## src/pkg/slot_decode_defs.svh

```systemverilog
`ifndef SLOT_DECODE_DEFS_SVH
`define SLOT_DECODE_DEFS_SVH

// Address layout of the backplane byte address
`define ADDR_W 32
`define SUPER_NIBBLE 4'hf
`define TOP_MSB 31
`define TOP_LSB 28
`define ID_MSB 27
`define ID_LSB 24
`define OFS_MSB 23
`define OFS_LSB 0
`define LANE_MSB 1
`define LANE_LSB 0

// Offsets inside the card's 16 Mbyte slot region
`define DRAM_FIRST 24'h000000
`define DRAM_LAST 24'h00ffff
`define ROM_FIRST 24'hf80000
`define ROM_LAST 24'hf803fc

// Memory sizes behind the decoder
`define DRAM_WORDS 262144
`define DRAM_WORD_W 32
`define ROM_BYTES 1024

`endif

```

## src/pkg/slot_decode_pkg.sv

```systemverilog
package slot_decode_pkg;
  typedef enum logic [1:0] {
    region_none,
    region_dram,
    region_rom,
    region_invalid
  } region_t;
endpackage

```

## src/hdl/range_match.sv

```systemverilog
`timescale 1ns/10ps
// ************************************************************
// Inclusive range compare
// ************************************************************
module range_match #(
  parameter int W = 24,
  parameter logic [W-1:0] FIRST = '0,
  parameter logic [W-1:0] LAST = '1
) (
  input wire logic [W-1:0] value,
  output logic hit
);
  assign hit = (value >= FIRST) && (value <= LAST);
endmodule

```

## src/hdl/pin_sync.sv

```systemverilog
`timescale 1ns/10ps
// ************************************************************
// Two-stage synchroniser for pin levels
// ************************************************************
module pin_sync #(
  parameter int W = 1,
  parameter logic [W-1:0] INIT = '0
) (
  input wire logic clk,
  input wire logic rst,
  input wire logic [W-1:0] din,
  output logic [W-1:0] dout
);
  logic [W-1:0] stage1;
  logic [W-1:0] stage2;
  logic [W-1:0] next_stage1;
  logic [W-1:0] next_stage2;

  always_comb begin
    next_stage1 = din;
    next_stage2 = stage1;
  end

  always_ff @(posedge clk) begin
    if (rst) begin
      stage1 <= INIT;
      stage2 <= INIT;
    end else begin
      stage1 <= next_stage1;
      stage2 <= next_stage2;
    end
  end

  assign dout = stage2;
endmodule

```

## src/hdl/slot_space_address_decoder.sv

```systemverilog
`timescale 1ns/10ps
// Contract
// - Accept a full 32-bit byte address covering 4 Gbyte.
// - Top nibble F marks the 256 Mbyte super-slot space.
// - Super-slot space splits into 16 slot regions of 16 Mbyte.
// - Region selected when top nibble F and next nibble equals slot ID.
// - Drive active-low slot match whenever a valid address is in own slot and bus reset is high.
// - Offsets 000000-00ffff are DRAM; f80000-f803fc are ROM.
// - Any other offset in own slot is invalid.
// - Low two address bits never select a region; passed on for lanes.
// - With a valid address present, drive the two select outputs.
// - ROM select low for ROM range, high otherwise.
// - DRAM select low for DRAM range, high otherwise.
// - Slave only; never starts a bus transaction.
// - DRAM is 256K words of 32 bits; ROM holds 1 Kbyte.
`include "slot_decode_defs.svh"
module slot_space_address_decoder #(
  parameter int ADDR_W = `ADDR_W,
  parameter int DRAM_WORDS = `DRAM_WORDS,
  parameter int ROM_BYTES = `ROM_BYTES
) (
  input wire logic clk,
  input wire logic rst,
  input wire logic [ADDR_W-1:0] bus_addr,
  input wire logic addr_valid,
  input wire logic [3:0] slot_id,
  input wire logic latched_write_flag,
  input wire logic latched_bus_reset_n,
  output logic slot_id_match_n,
  output logic dram_sel_n,
  output logic rom_sel_n,
  output logic addr_invalid,
  output logic rom_write_err,
  output logic [1:0] byte_lane,
  output logic [17:0] dram_word_addr,
  output logic [7:0] rom_word_addr,
  output logic bus_request
);

  // Word address widths follow the memory sizes
  localparam int DRAM_AW = $clog2(DRAM_WORDS);
  localparam int ROM_AW = $clog2(ROM_BYTES) - 2;

  // ************************************************************
  // Input capture
  // ************************************************************
  // Backplane signals come from outside the clock's domain.
  logic [ADDR_W-1:0] addr_s;
  logic valid_s;
  logic [3:0] id_s;
  logic wr_s;
  logic brst_n_s;

  pin_sync #(.W(ADDR_W), .INIT('0)) u_addr_sync (
    .clk(clk),
    .rst(rst),
    .din(bus_addr),
    .dout(addr_s)
  );

  pin_sync #(.W(7), .INIT(7'h00)) u_ctl_sync (
    .clk(clk),
    .rst(rst),
    .din({addr_valid, slot_id, latched_write_flag, latched_bus_reset_n}),
    .dout({valid_s, id_s, wr_s, brst_n_s})
  );

  // ************************************************************
  // Slot compare
  // ************************************************************
  logic in_super;
  logic in_slot;
  logic [23:0] offset;
  logic [23:0] word_ofs;
  logic dram_hit;
  logic rom_hit;

  assign in_super = addr_s[`TOP_MSB:`TOP_LSB] == `SUPER_NIBBLE;
  assign offset = addr_s[`OFS_MSB:`OFS_LSB];
  // lane bits play no part in the region choice
  assign word_ofs = {offset[23:`LANE_MSB+1], 2'h0};

  always_comb begin
    in_slot = valid_s && brst_n_s && in_super &&
              (addr_s[`ID_MSB:`ID_LSB] == id_s);
  end

  range_match #(.W(24), .FIRST(`DRAM_FIRST), .LAST(`DRAM_LAST)) u_dram (
    .value(word_ofs),
    .hit(dram_hit)
  );

  range_match #(.W(24), .FIRST(`ROM_FIRST), .LAST(`ROM_LAST)) u_rom (
    .value(word_ofs),
    .hit(rom_hit)
  );

  // ************************************************************
  // Region classification
  // ************************************************************
  slot_decode_pkg::region_t next_region;

  always_comb begin
    // anything else in slot is invalid
    if (!in_slot) begin
      next_region = slot_decode_pkg::region_none;
    end else if (dram_hit) begin
      next_region = slot_decode_pkg::region_dram;
    end else if (rom_hit) begin
      next_region = slot_decode_pkg::region_rom;
    end else begin
      next_region = slot_decode_pkg::region_invalid;
    end
  end

  // ************************************************************
  // Output registers
  // ************************************************************
  logic next_match_n;
  logic next_dram_n;
  logic next_rom_n;
  logic next_invalid;
  logic next_rom_wr;
  logic [1:0] next_lane;
  logic [17:0] next_dram_addr;
  logic [7:0] next_rom_addr;

  always_comb begin
    next_match_n = !in_slot;
    next_dram_n = next_region != slot_decode_pkg::region_dram;
    next_rom_n = next_region != slot_decode_pkg::region_rom;
    next_invalid = next_region == slot_decode_pkg::region_invalid;
    // Helper flag; sequencer makes the final call on a ROM write
    next_rom_wr = (next_region == slot_decode_pkg::region_rom) && wr_s;
    next_lane = addr_s[`LANE_MSB:`LANE_LSB];
    // word index into 256K x 32 and 1K byte ROM
    next_dram_addr = addr_s[DRAM_AW+1:2];
    next_rom_addr = addr_s[ROM_AW+1:2];
  end

  always_ff @(posedge clk) begin
    if (rst) begin
      slot_id_match_n <= 1'b1;
      dram_sel_n <= 1'b1;
      rom_sel_n <= 1'b1;
      addr_invalid <= 1'b0;
      rom_write_err <= 1'b0;
      byte_lane <= 2'h0;
      dram_word_addr <= 18'h00000;
      rom_word_addr <= 8'h00;
    end else begin
      slot_id_match_n <= next_match_n;
      dram_sel_n <= next_dram_n;
      rom_sel_n <= next_rom_n;
      addr_invalid <= next_invalid;
      rom_write_err <= next_rom_wr;
      byte_lane <= next_lane;
      dram_word_addr <= next_dram_addr;
      rom_word_addr <= next_rom_addr;
    end
  end

  // slave only, never requests the bus
  assign bus_request = 1'b0;
endmodule

```

## config.mk

```make
export PLATFORM = sky130hd
export DESIGN_NAME = slot_space_address_decoder
export DESIGN_NICKNAME = d
export VERILOG_FILES = /design/src/pkg/slot_decode_pkg.sv /design/src/hdl/range_match.sv /design/src/hdl/pin_sync.sv /design/src/hdl/slot_space_address_decoder.sv
export VERILOG_INCLUDE_DIRS = /design/src /design/src/pkg
export SDC_FILE = /design/constraint.sdc
export NUM_CORES = 1
export LEC_CHECK = 0
export BUFFER_PORTS_ARGS = -buffer_cell sky130_fd_sc_hd__buf_2
export CAP_MARGIN = 10
export CORE_MARGIN = 2
export CORE_UTILIZATION = 50
export CTS_CLUSTER_DIAMETER = 50
export CTS_CLUSTER_SIZE = 14
export DETAILED_ROUTE_END_ITERATION = 8
export PLACE_DENSITY = 0.84
export SETUP_SLACK_MARGIN = 0.2
export SKIP_LAST_GASP = 1
export SYNTH_ARGS = -nofsm -noshare
export SYNTH_HDL_FRONTEND = slang
export SYNTH_SLANG_ARGS = --single-unit
```

## constraint.sdc

```tcl
create_clock -name clk -period 1.6 [get_ports clk]
set_input_delay 0.24 -clock clk [delete_from_list [all_inputs] [get_ports clk]]
set_output_delay 0.24 -clock clk [all_outputs]
set_load 0.1 [all_outputs]
```

==> key figures, run 1 <==
Final layout
  • Share of cells above drive strength 1: 33.7%
  • FILL cells: 465
  • # diodes: 0
  • Area grow syn2layout: 20.1%
  • Final Cell Area: between 3000 and 4000 sq um
  • Final nets: 349

Yosys
  • Post-synthesis register bit count: approximately 100
  • Largest family of logic cells by synthesized area: simple AND/OR/NAND/NOR gates
  • Top_reg_cell synth: dfxtp_1
  • Yosys top cell by area: dfxtp_1
  • Proportion of synthesized area in mux cells: 0%
  • Post-Syn Area per Cell: 12.1 sq um
  • Top cells by count, synth: dfxtp_1 (103), nor2b_1 (98), clkbuf_1 (10), buf_4 (9), xnor2_1 (4)
  • Synth area leaders: dfxtp_1 (70%), nor2b_1 (21%), buf_4 (2.3%), clkbuf_1 (1.3%), xnor2_1 (1.2%)
  • Post-synth EDFFs: 0
  • Adder-cell area share of the yosys netlist: 0%
  • Synth Area in Compound Gates: 0%
  • Post-Synth XOR/XNOR Area: 1.19%
  • Synth Net Count: 284
  • Async SR Flop Fraction: 0%
  • Gate Count Post-Synth: 243
  • Synth cell types: 18
  • Synth Area in Simple Gates: 24.6%
  • Most used standard cell by instance count after synthesis: dfxtp_1
  • Post-synth top area share: 70.2%
  • Sequential-to-total area share from yosys stat: 70.2%
  • YS warnings: 0
  • Synth Cell Area: 2940 sq um

Clocking
  • CTS root buf: clkbuf_8
  • Clock latency on the worst-skew pair: 350 ps
  • Num CTS Buffers: 9
  • CTS clk-pin slew, worst paths: 90 ps
  • CTS tree: built
  • Clk sinks: 103
  • Htree depth: 3
  • Post-CTS Hold Fix Bufs: 0
  • Max clock buf depth: 2

Routing
  • Routed wire length: 4100 microns
  • Drt wl/cell: 10.7 microns
  • Via count of the routed design: around 1600
  • Routed Antenna Nets: 0
  • # DRC: 0
  • Vias per cell: 4.29
  • First-pass DRT Iterations: 2
  • Initial DRC Count: 41

Worst setup path
  • CP Class: reg2reg
  • CP arrival: around 1700 ps
  • Crit start category: register
  • Req. time, crit path: 1850 ps
  • Crit-path max FO: 3
  • Crit path capture type: register

Placed design
  • GP Congestion: 0.702
  • Post-DP Area: roughly 3300 sq um
  • HPWL Detailed: 2680 microns
  • I/O Buffers: 73
  • Setup WS pre-CTS: roughly 99 ps

Timing
  • Achievable frequency: between 600 and 700 MHz
  • Final hold vios: 0
  • Fin worst setup slack: around 150 ps
  • Hold slack: 88.5 ps
  • Fin crit period: 1450 ps
  • Final Cycle Share: 90.6%
  • Skew final: 6.14 ps
  • Slew Limit Fails: 0
  • RSZ-0062 raised after global routing: yes
  • Post-route setup TNS: 0 ps
  • Setup Viol. Count Final: 0

Pwr
  • Switch share: approximately 23%
  • Psw: 1030 uW
  • Power Total: 4500 uW
  • Static leakage: roughly 0.0016 uW
  • Clock power share: 32.4%
  • IR drop worst, VDD: about 0.80 mV
  • Comb power frac: 7.7%
  • Internal power: 3460 uW
  • Cell Pwr Density: 1270 nW/um^2
  • Register share of total power: 59.9%

GRT
  • Initial antenna violation count: 0
  • Number of global-route vias before repair: 1432
  • Largest net degree at the start of global routing: just under 100
  • Tot GR Track Use: 13.7%
  • First-pass GRT wire length: 6220 microns
  • Grt total ovfl: 0

Floorplanning
  • Floorplan row count: 27
  • Overall die height: 80.7 microns
  • Initial core utilization: 52.4%
  • Die Wd: 80.7 microns
  • CORE AREA: 5610 sq um
  • IO Pins: 75
  • Die area: 6510 sq um

Worst hold path
  • Hold Crit Class: in2reg

Run status
  • Status: complete, no violations

Job
  • Max cap viols: 0
cell usage in the layout (no fill, tap or decap), drive strengths merged:
cell / netlist / routed
xnor2: 4 / 4
clkinvlp: 0 / 1
or3: 1 / 1
nand4: 2 / 2
or4: 2 / 2
nor2b: 98 / 98
conb: 1 / 1
clkinv: 0 / 2
buf: 10 / 75
or4b: 1 / 1
or4bb: 1 / 1
clkbuf: 11 / 12
nor4: 1 / 1
nand3b: 1 / 1
dfxtp: 103 / 103
nor3: 3 / 3
nand2b: 2 / 2
nand2: 2 / 2
per-layer routing:
layer	GRT usage [%]	routed length [microns]	share of wire, %	up-vias
met3	5.84	257	6.3	12
li1	-	-	-	860
met5	0	0	0	-
met4	10.3	124	3.0	0
met2	22.1	2070	51	53
met1	13.9	1640	40	723
repair_timing:
action | in CTS | in global routing
setup endpoints to repair | 4 | 4
setup buffers | 0 | 1
cloned | 0 | 0
resized for setup | 4 | 3
pin swaps | 3 | 1
registers in the layout, indices dropped and copies added (netlist names):
signal                   count
u_addr_sync.dout            32
u_addr_sync.next_stage2     32
dram_word_addr              18
u_ctl_sync.dout              7
u_ctl_sync.next_stage2       7
byte_lane                    2
addr_invalid                 1
dram_sel_n                   1
rom_sel_n                    1
rom_write_err                1
slot_id_match_n              1
critical path: stages, from the launching register on:
cell	delay [ps]
dfxtp_1	310
or4b_4	550
nor4_4	260
buf_4	180
nand2b_4	50
final timing paths:
path                                                      start                                     end  slack (ps)  cells past startpoint
worst max register to register  u_addr_sync.dout[10]$_SDFF_PP0_                    rom_sel_n$_SDFF_PP1_         150                      4
worst min-delay path                               bus_addr[16]  u_addr_sync.next_stage2[16]$_SDFF_PP0_          90                      2
worst min register to register    u_ctl_sync.dout[1]$_SDFF_PP0_                rom_write_err$_SDFF_PP0_         430                      2
worst max-delay path            u_addr_sync.dout[10]$_SDFF_PP0_                    rom_sel_n$_SDFF_PP1_         150                      4
final cells by class:
class                      instances  area (sq um)  share of cell area, %
clock inverter                     3          17.5                  0.496
timing repair buffer              75           393                   11.1
sequential                       103          2070                   58.8
clock buffer                      12           165                   4.68
tap                               72          90.1                   2.55
multi-input combinational        119           790                   22.4
logic make-up after synthesis:
kind of cell	count (synthesis)
XOR/XNOR	4
flip-flops	103
AND/OR/NAND/NOR	114
other	1
buffers and inverters	21
metrics by stage:
step,cells,util [%]
after floorplan,243,-
after global placement,368,59.0
after detailed placement,368,59.0
after CTS,383,62.6
after global routing,384,62.9
final,384,62.9
power groups by stage:
stage | clock network [uW] | logic [uW] | registers (uW)
after floorplan | 0 | 176 | 2840
after global placement | 0 | 342 | 2750
after detailed placement | 0 | 347 | 2750
after CTS | 1490 | 350 | 2700
after global routing | 1620 | 372 | 2710
final | 1460 | 345 | 2690
(Power assumes the default switching activity.)
==> run 2: changes to the inputs <==
--- a/config.mk
+++ b/config.mk
@@ -8,12 +8,12 @@
 export LEC_CHECK = 0
 export BUFFER_PORTS_ARGS = -buffer_cell sky130_fd_sc_hd__buf_2
 export CAP_MARGIN = 10
-export CORE_MARGIN = 2
+export CORE_MARGIN = 1
 export CORE_UTILIZATION = 50
 export CTS_CLUSTER_DIAMETER = 50
 export CTS_CLUSTER_SIZE = 14
 export DETAILED_ROUTE_END_ITERATION = 8
-export PLACE_DENSITY = 0.84
+export PLACE_DENSITY = 0.81
 export SETUP_SLACK_MARGIN = 0.2
 export SKIP_LAST_GASP = 1
 export SYNTH_ARGS = -nofsm -noshare
==> run 2 against run 1 <==
Net effect: via count down 0.67%; wire length down 10%; core utilization up 0.96 points; final cell count up 0.26%; clock power up 21%; sequential cell count unchanged; sequential share of layout area down 0.57 points; clock skew up 1.6 ps; first-iteration DRC count up 93%; maximum frequency up 2.3%; critical path type unchanged; largest cell class unchanged; highest routed layer unchanged.
==> key figures, run 2 (synthesis gave the netlist of run 1 again) <==
Final layout
  • Layout Utilization: 63.9% (+0.96 points)
  • Most common cell after layout, fill and taps aside: nor2b_1
  • Final nets: 349 (unchanged)
  • Most frequent cells in the layout: nor2b_1 (98), dfxtp_1 (94), buf_2 (71)
  • Area grow syn2layout: 21.2%
  • Share of cells above drive strength 1: 33.2% (-0.43 points)
  • # diodes: 0 (unchanged)

Worst setup path
  • R2r worst-path depth: 4 (unchanged)
  • Crit start category: register
  • Crit path capture type: register
  • CP endpoint: rom_sel_n$_SDFF_PP1_
  • CP max stage delay: 540 ps (about the same)
  • Critical path's slowest cell: or4b_4
  • R2R Setup Slk: 180 ps (+30 ps)
  • Cells along the critical path: or4b_4 > nor4_4 > buf_4 > nand2b_1
  • CP Class: reg2reg
  • CP arrival: 1670 ps (-30 ps)
  • Critical path depth in cells: 4 (unchanged)
  • Crit path buf inv count: 1 (unchanged)
  • Launching point of the worst reg2reg path: u_addr_sync.dout[13]$_SDFF_PP0_
  • Delay-heaviest family, CP: simple AND/OR/NAND/NOR gates
  • Req. time, crit path: 1850 ps (about the same)
  • CP Launch Point: u_addr_sync.dout[13]$_SDFF_PP0_
  • Crit-path max FO: 2 (-1)
  • FF-to-FF End: rom_sel_n$_SDFF_PP1_

Timing
  • Slew Limit Fails: 0 (unchanged)
  • Skew final: 7.72 ps (+1.58 ps)
  • RSZ-0062 raised after global routing: yes
  • Post-route setup TNS: 0 ps (unchanged)
  • Fin crit period: 1420 ps (-32.9 ps)
  • Final hold vios: 0 (unchanged)
  • Achievable frequency: 706 MHz (+2.3%)
  • Final Cycle Share: 88.5% (-2.1 points)
  • Relative slew slack: 43.2%
  • Slew @ Worst Pin: 853 ps
  • Setup Viol. Count Final: 0 (unchanged)

Clocking
  • Htree depth: 3 (unchanged)
  • CTS root buf: clkbuf_8
  • CTS tree: built
  • Clk sinks: 103 (unchanged)
  • Max clock buf depth: 2 (unchanged)
  • CTS clk-pin slew, worst paths: 90 ps (about the same)
  • Num CTS Buffers: 9 (unchanged)
  • Clock latency on the worst-skew pair: 360 ps (about the same)

Pwr
  • IR drop worst, VDD: 0.753 mV (-6.5%)
  • Cell Pwr Density: 1350 nW/um^2 (+5.6%)
  • Static leakage: 0.00156 uW (+0.62%)

Floorplanning
  • Initial core utilization: 52.7% (+0.32 points)
  • Floorplan row count: 27 (unchanged)
  • IO Pins: 75 (unchanged)
  • Die Wd: 78.7 microns (-2.5%)
  • CORE AREA: 5570 sq um (-0.60%)
  • Die area: 6190 sq um (-4.9%)
  • Overall die height: 78.7 microns (-2.5%)

Job
  • Max cap viols: 0 (unchanged)

GRT
  • Tot GR Track Use: 13.8% (+0.11 points)
  • Number of global-route vias before repair: 1473 (+2.9%)
  • Grt total ovfl: 0 (unchanged)
  • Initial antenna violation count: 0 (unchanged)
  • First-pass GRT wire length: 6180 microns (-0.66%)
  • Largest net degree at the start of global routing: 99 (unchanged)

Routing
  • Routed Antenna Nets: 0 (unchanged)
  • Drt wl/cell: 9.55 microns (-10%)
  • Initial DRC Count: 79 (+93%)
  • First-pass DRT Iterations: 4 (+2)
  • # DRC: 0 (unchanged)
  • Via count of the routed design: 1637 (-0.67%)
  • Routed wire length: 3680 microns (-10%)
  • Vias per cell: 4.25 (-0.93%)

Worst hold path
  • Hold Crit Class: in2reg

Placed design
  • HPWL Detailed: 2480 microns (-7.5%)
  • GP Congestion: 0.750 (+6.8%)
  • I/O Buffers: 73 (unchanged)

Run status
  • Status: complete, no violations
## run 2: cell types whose count changed in the layout (fill, tap and decap cells not counted), sizes merged
cell	previous run	this run
bufinv	0	2
inv	0	1
buf	75	74
clkinvlp	1	0
## run 2: metrics by stage
step,instances,power (uW),hold slack (ps),cell area (sq um),worst slack [ps]
6_report,385,4790,83.3,3560,184
5_1_grt,385,5010,68.9,3560,118
4_1_cts,385,4850,74.0,3560,189
3_5_place_dp,368,3090,422,3300,93.1
3_3_place_gp,368,3090,412,3300,173
2_1_floorplan,243,3020,368,2950,216
## run 2: layer usage
layer  global-route usage (%)  part of all wire, %  wire length, microns  vias to the layer above
li1                         -                    -                     -                      859
met1                     13.6                   42                  1550                      714
met2                     23.7                   49                  1810                       52
met3                     5.58                  5.7                   211                       12
met4                     8.89                  3.1                   114                        0
met5                        0                    0                     0                        -
## run 2: layout make-up
type,instances,area (sq um)
timing repair buffer,75,385
fill,434,2010
tap,72,90.1
clock buffer,11,151
clock inverter,5,78.8
multi-input combinational,119,783
sequential,103,2070
## run 2: worst min path at each step
stage                                                  end                           start  slack [ps]  cells past startpoint
floorplan            u_addr_sync.next_stage2[0]$_SDFF_PP0_                     bus_addr[0]         370                      1
global placement                  rom_write_err$_SDFF_PP0_   u_ctl_sync.dout[1]$_SDFF_PP0_         410                      2
detailed placement            dram_word_addr[4]$_SDFF_PP0_  u_addr_sync.dout[6]$_SDFF_PP0_         420                      1
CTS                 u_addr_sync.next_stage2[24]$_SDFF_PP0_                    bus_addr[24]          70                      2
global route        u_addr_sync.next_stage2[24]$_SDFF_PP0_                    bus_addr[24]          70                      2
finish              u_addr_sync.next_stage2[20]$_SDFF_PP0_                    bus_addr[20]          80                      2
## run 2: where the power goes
group | leakage (uW) | total, uW | internal [uW] | switching [uW]
Sequential | 0.000853 | 2690 | 2670 | 24.5
Clock | 0.000120 | 1760 | 966 | 795
Combinational | 0.000591 | 341 | 114 | 227
Total | 0.00156 | 4790 | 3750 | 1050
## run 2: worst register-to-register path, cell delays in order (launching register included)
cell and delay, ps:
dfxtp_1 310, or4b_4 540, nor4_4 250, buf_4 160, nand2b_1 50
## run 2: what timing repair did
action                     CTS  global route
setup endpoints to repair    4             5
pin swaps                    2             2
setup buffers                1             0
resized for setup            5             1
hold buffers                 0             0
==> run 3: changes to the inputs <==
--- a/config.mk
+++ b/config.mk
@@ -9,11 +9,11 @@
 export BUFFER_PORTS_ARGS = -buffer_cell sky130_fd_sc_hd__buf_2
 export CAP_MARGIN = 10
 export CORE_MARGIN = 1
-export CORE_UTILIZATION = 50
+export CORE_UTILIZATION = 51
 export CTS_CLUSTER_DIAMETER = 50
 export CTS_CLUSTER_SIZE = 14
 export DETAILED_ROUTE_END_ITERATION = 8
-export PLACE_DENSITY = 0.81
+export PLACE_DENSITY = 0.82
 export SETUP_SLACK_MARGIN = 0.2
 export SKIP_LAST_GASP = 1
 export SYNTH_ARGS = -nofsm -noshare
==> run 3 against run 2 <==
Net effect: die area shrank 1.9%; final area grew 0.11%; setup slack lost 27 ps; final cell count is the same; sequential cell count is the same; sequential power is essentially flat; register-to-register slack lost 30 ps; critical path depth is the same; power shrank 0.53%; hold slack gained 8.3 ps.
==> key figures, run 3 (synthesis gave the netlist of run 1 again) <==
Worst setup path
  • Cells along the critical path: or4bb_4 > nor4_4 > buf_4 > nand2b_1
  • Critical path's slowest cell: or4bb_4
  • CP arrival: 1690 ps (+20 ps)
  • R2R Setup Slk: 160 ps (-30 ps)
  • CP Class: reg2reg
  • R2r worst-path depth: 4 (unchanged)
  • Req. time, crit path: 1850 ps (about the same)
  • Crit start category: register
  • CP max stage delay: 530 ps (about the same)
  • Crit path capture type: register
  • Crit path buf inv count: 1 (unchanged)
  • Critical path depth in cells: 4 (unchanged)
  • Crit-path max FO: 2 (unchanged)
  • Delay-heaviest family, CP: simple AND/OR/NAND/NOR gates

Floorplanning
  • Overall die height: 77.9 microns (-0.96%)
  • IO Pins: 75 (unchanged)
  • Die Wd: 77.9 microns (-0.96%)
  • Floorplan row count: 27 (unchanged)
  • Initial core utilization: 53.0% (+0.32 points)
  • CORE AREA: 5540 sq um (-0.61%)
  • Die area: 6070 sq um (-1.9%)

Clocking
  • Htree depth: 3 (unchanged)
  • Num CTS Buffers: 9 (unchanged)
  • Max clock buf depth: 2 (unchanged)
  • Clock latency on the worst-skew pair: 350 ps (about the same)
  • CTS tree: built
  • CTS root buf: clkbuf_8
  • CTS clk-pin slew, worst paths: 90 ps (about the same)
  • Clk sinks: 103 (unchanged)

Timing
  • Slew Limit Fails: 0 (unchanged)
  • RSZ-0062 raised after global routing: yes
  • Relative slew slack: 40.9% (-2.2 points)
  • Hold slack: 91.6 ps (+8.32 ps)
  • Achievable frequency: 693 MHz (-1.9%)
  • Setup Viol. Count Final: 0 (unchanged)
  • Fin worst setup slack: 157 ps (-26.9 ps)
  • Slew @ Worst Pin: 886 ps (+33.1 ps)
  • Skew final: 9.62 ps (+1.90 ps)
  • Post-route setup TNS: 0 ps (unchanged)
  • Final hold vios: 0 (unchanged)
  • Fin crit period: 1440 ps (+26.9 ps)
  • Final Cycle Share: 90.2% (+1.7 points)

Routing
  • # DRC: 0 (unchanged)
  • Routed Antenna Nets: 0 (unchanged)
  • Routed wire length: 3910 microns (+6.3%)
  • Initial DRC Count: 45 (-43%)
  • First-pass DRT Iterations: 3 (-1)
  • Via count of the routed design: 1620 (-1.0%)
  • Drt wl/cell: 10.1 microns (+6.3%)
  • Vias per cell: 4.21 (-1.0%)

Final layout
  • Share of cells above drive strength 1: 34.5% (+1.3 points)
  • Most frequent cells in the layout: nor2b_1 (98), dfxtp_1 (92), buf_2 (73)
  • # diodes: 0 (unchanged)
  • Most common cell after layout, fill and taps aside: nor2b_1
  • Final Cell Area: 3570 sq um (+0.11%)
  • Area grow syn2layout: 21.3%
  • Final nets: 349 (unchanged)
  • FILL cells: 435 (+0.23%)

Worst hold path
  • Worst hold path depth: 2 (unchanged)
  • Hold Crit Class: in2reg

GRT
  • Largest net degree at the start of global routing: 99 (unchanged)
  • Grt met2 use: 24.8% (+1.1 points)
  • Initial antenna violation count: 0 (unchanged)
  • GR Util met1: 15.6% (+2.0 points)
  • Met3 GRT Util: 4.59% (-0.99 points)
  • Number of global-route vias before repair: 1496 (+1.6%)
  • First-pass GRT wire length: 6560 microns (+6.3%)
  • Tot GR Track Use: 14.7% (+0.89 points)
  • GR peak layer: met2
  • Grt total ovfl: 0 (unchanged)

Pwr
  • Static leakage: 0.00156 uW (-0.39%)
  • Cell Pwr Density: 1340 nW/um^2 (-0.63%)
  • IR drop worst, VDD: 0.607 mV (-19%)

Placed design
  • GP Congestion: 0.752 (+0.35%)
  • Setup WS pre-CTS: 119 ps (+25.7 ps)
  • Post-DP Area: 3300 sq um (about the same)
  • HPWL Detailed: 2490 microns (+0.69%)
  • I/O Buffers: 73 (unchanged)

Run status
  • Status: complete, no violations

Job
  • Max cap viols: 0 (unchanged)
-- run 3: cell count changes in the layout (fill, tap and decap cells not counted), moves of 2 or more --
cell     change
nor3_1       -2
dfxtp_1      -2
nor3_2       +2
dfxtp_2      +2
buf_2        +2
-- run 3: layout make-up --
type / instances / area, sq um / share of cell area, %
timing repair buffer: 75 / 380 / 10.7
clock buffer: 11 / 141 / 3.96
tap: 72 / 90.1 / 2.53
clock inverter: 5 / 81.3 / 2.28
multi-input combinational: 119 / 797 / 22.4
sequential: 103 / 2080 / 58.2
-- run 3: per-layer routing --
layer  wire length (microns)  part of all wire (%)  up-vias
li1                        -                     -      861
met1                    1690                    43      702
met2                    1940                    50       49
met3                     204                   5.2        8
met4                      73                   1.9        0
met5                       0                     0        -
-- run 3: power by group --
group / switching [uW] / internal (uW) / total (uW)
clock network: 805 / 924 / 1730
logic: 230 / 114 / 345
registers: 26.3 / 2670 / 2690
total: 1060 / 3710 / 4770
-- run 3: what timing repair did --
item	CTS	global route
endpoints found under the hold margin	0	0
pin swaps	5	5
endpoints found under the setup margin	4	4
resized for setup	6	4
hold buffers	0	0
cloned	0	0
buffers inserted	1	0
-- run 3: final timing paths --
check	startpoint	endpoint
worst min-delay path	bus_addr[24]	u_addr_sync.next_stage2[24]$_SDFF_PP0_
worst max-delay path	u_addr_sync.dout[22]$_SDFF_PP0_	rom_sel_n$_SDFF_PP1_
worst min register to register	u_addr_sync.next_stage2[10]$_SDFF_PP0_	u_addr_sync.dout[10]$_SDFF_PP0_
worst max register to register	u_addr_sync.dout[22]$_SDFF_PP0_	rom_sel_n$_SDFF_PP1_
-- run 3: per-stage QoR --
stage / utilization (%) / std cells / power, uW
4_1_cts: 64.2 / 385 / 4810
2_1_floorplan: - / 243 / 3020
6_report: 64.4 / 385 / 4770
3_5_place_dp: 59.5 / 368 / 3100
5_1_grt: 64.4 / 385 / 4980
3_3_place_gp: 59.5 / 368 / 3090
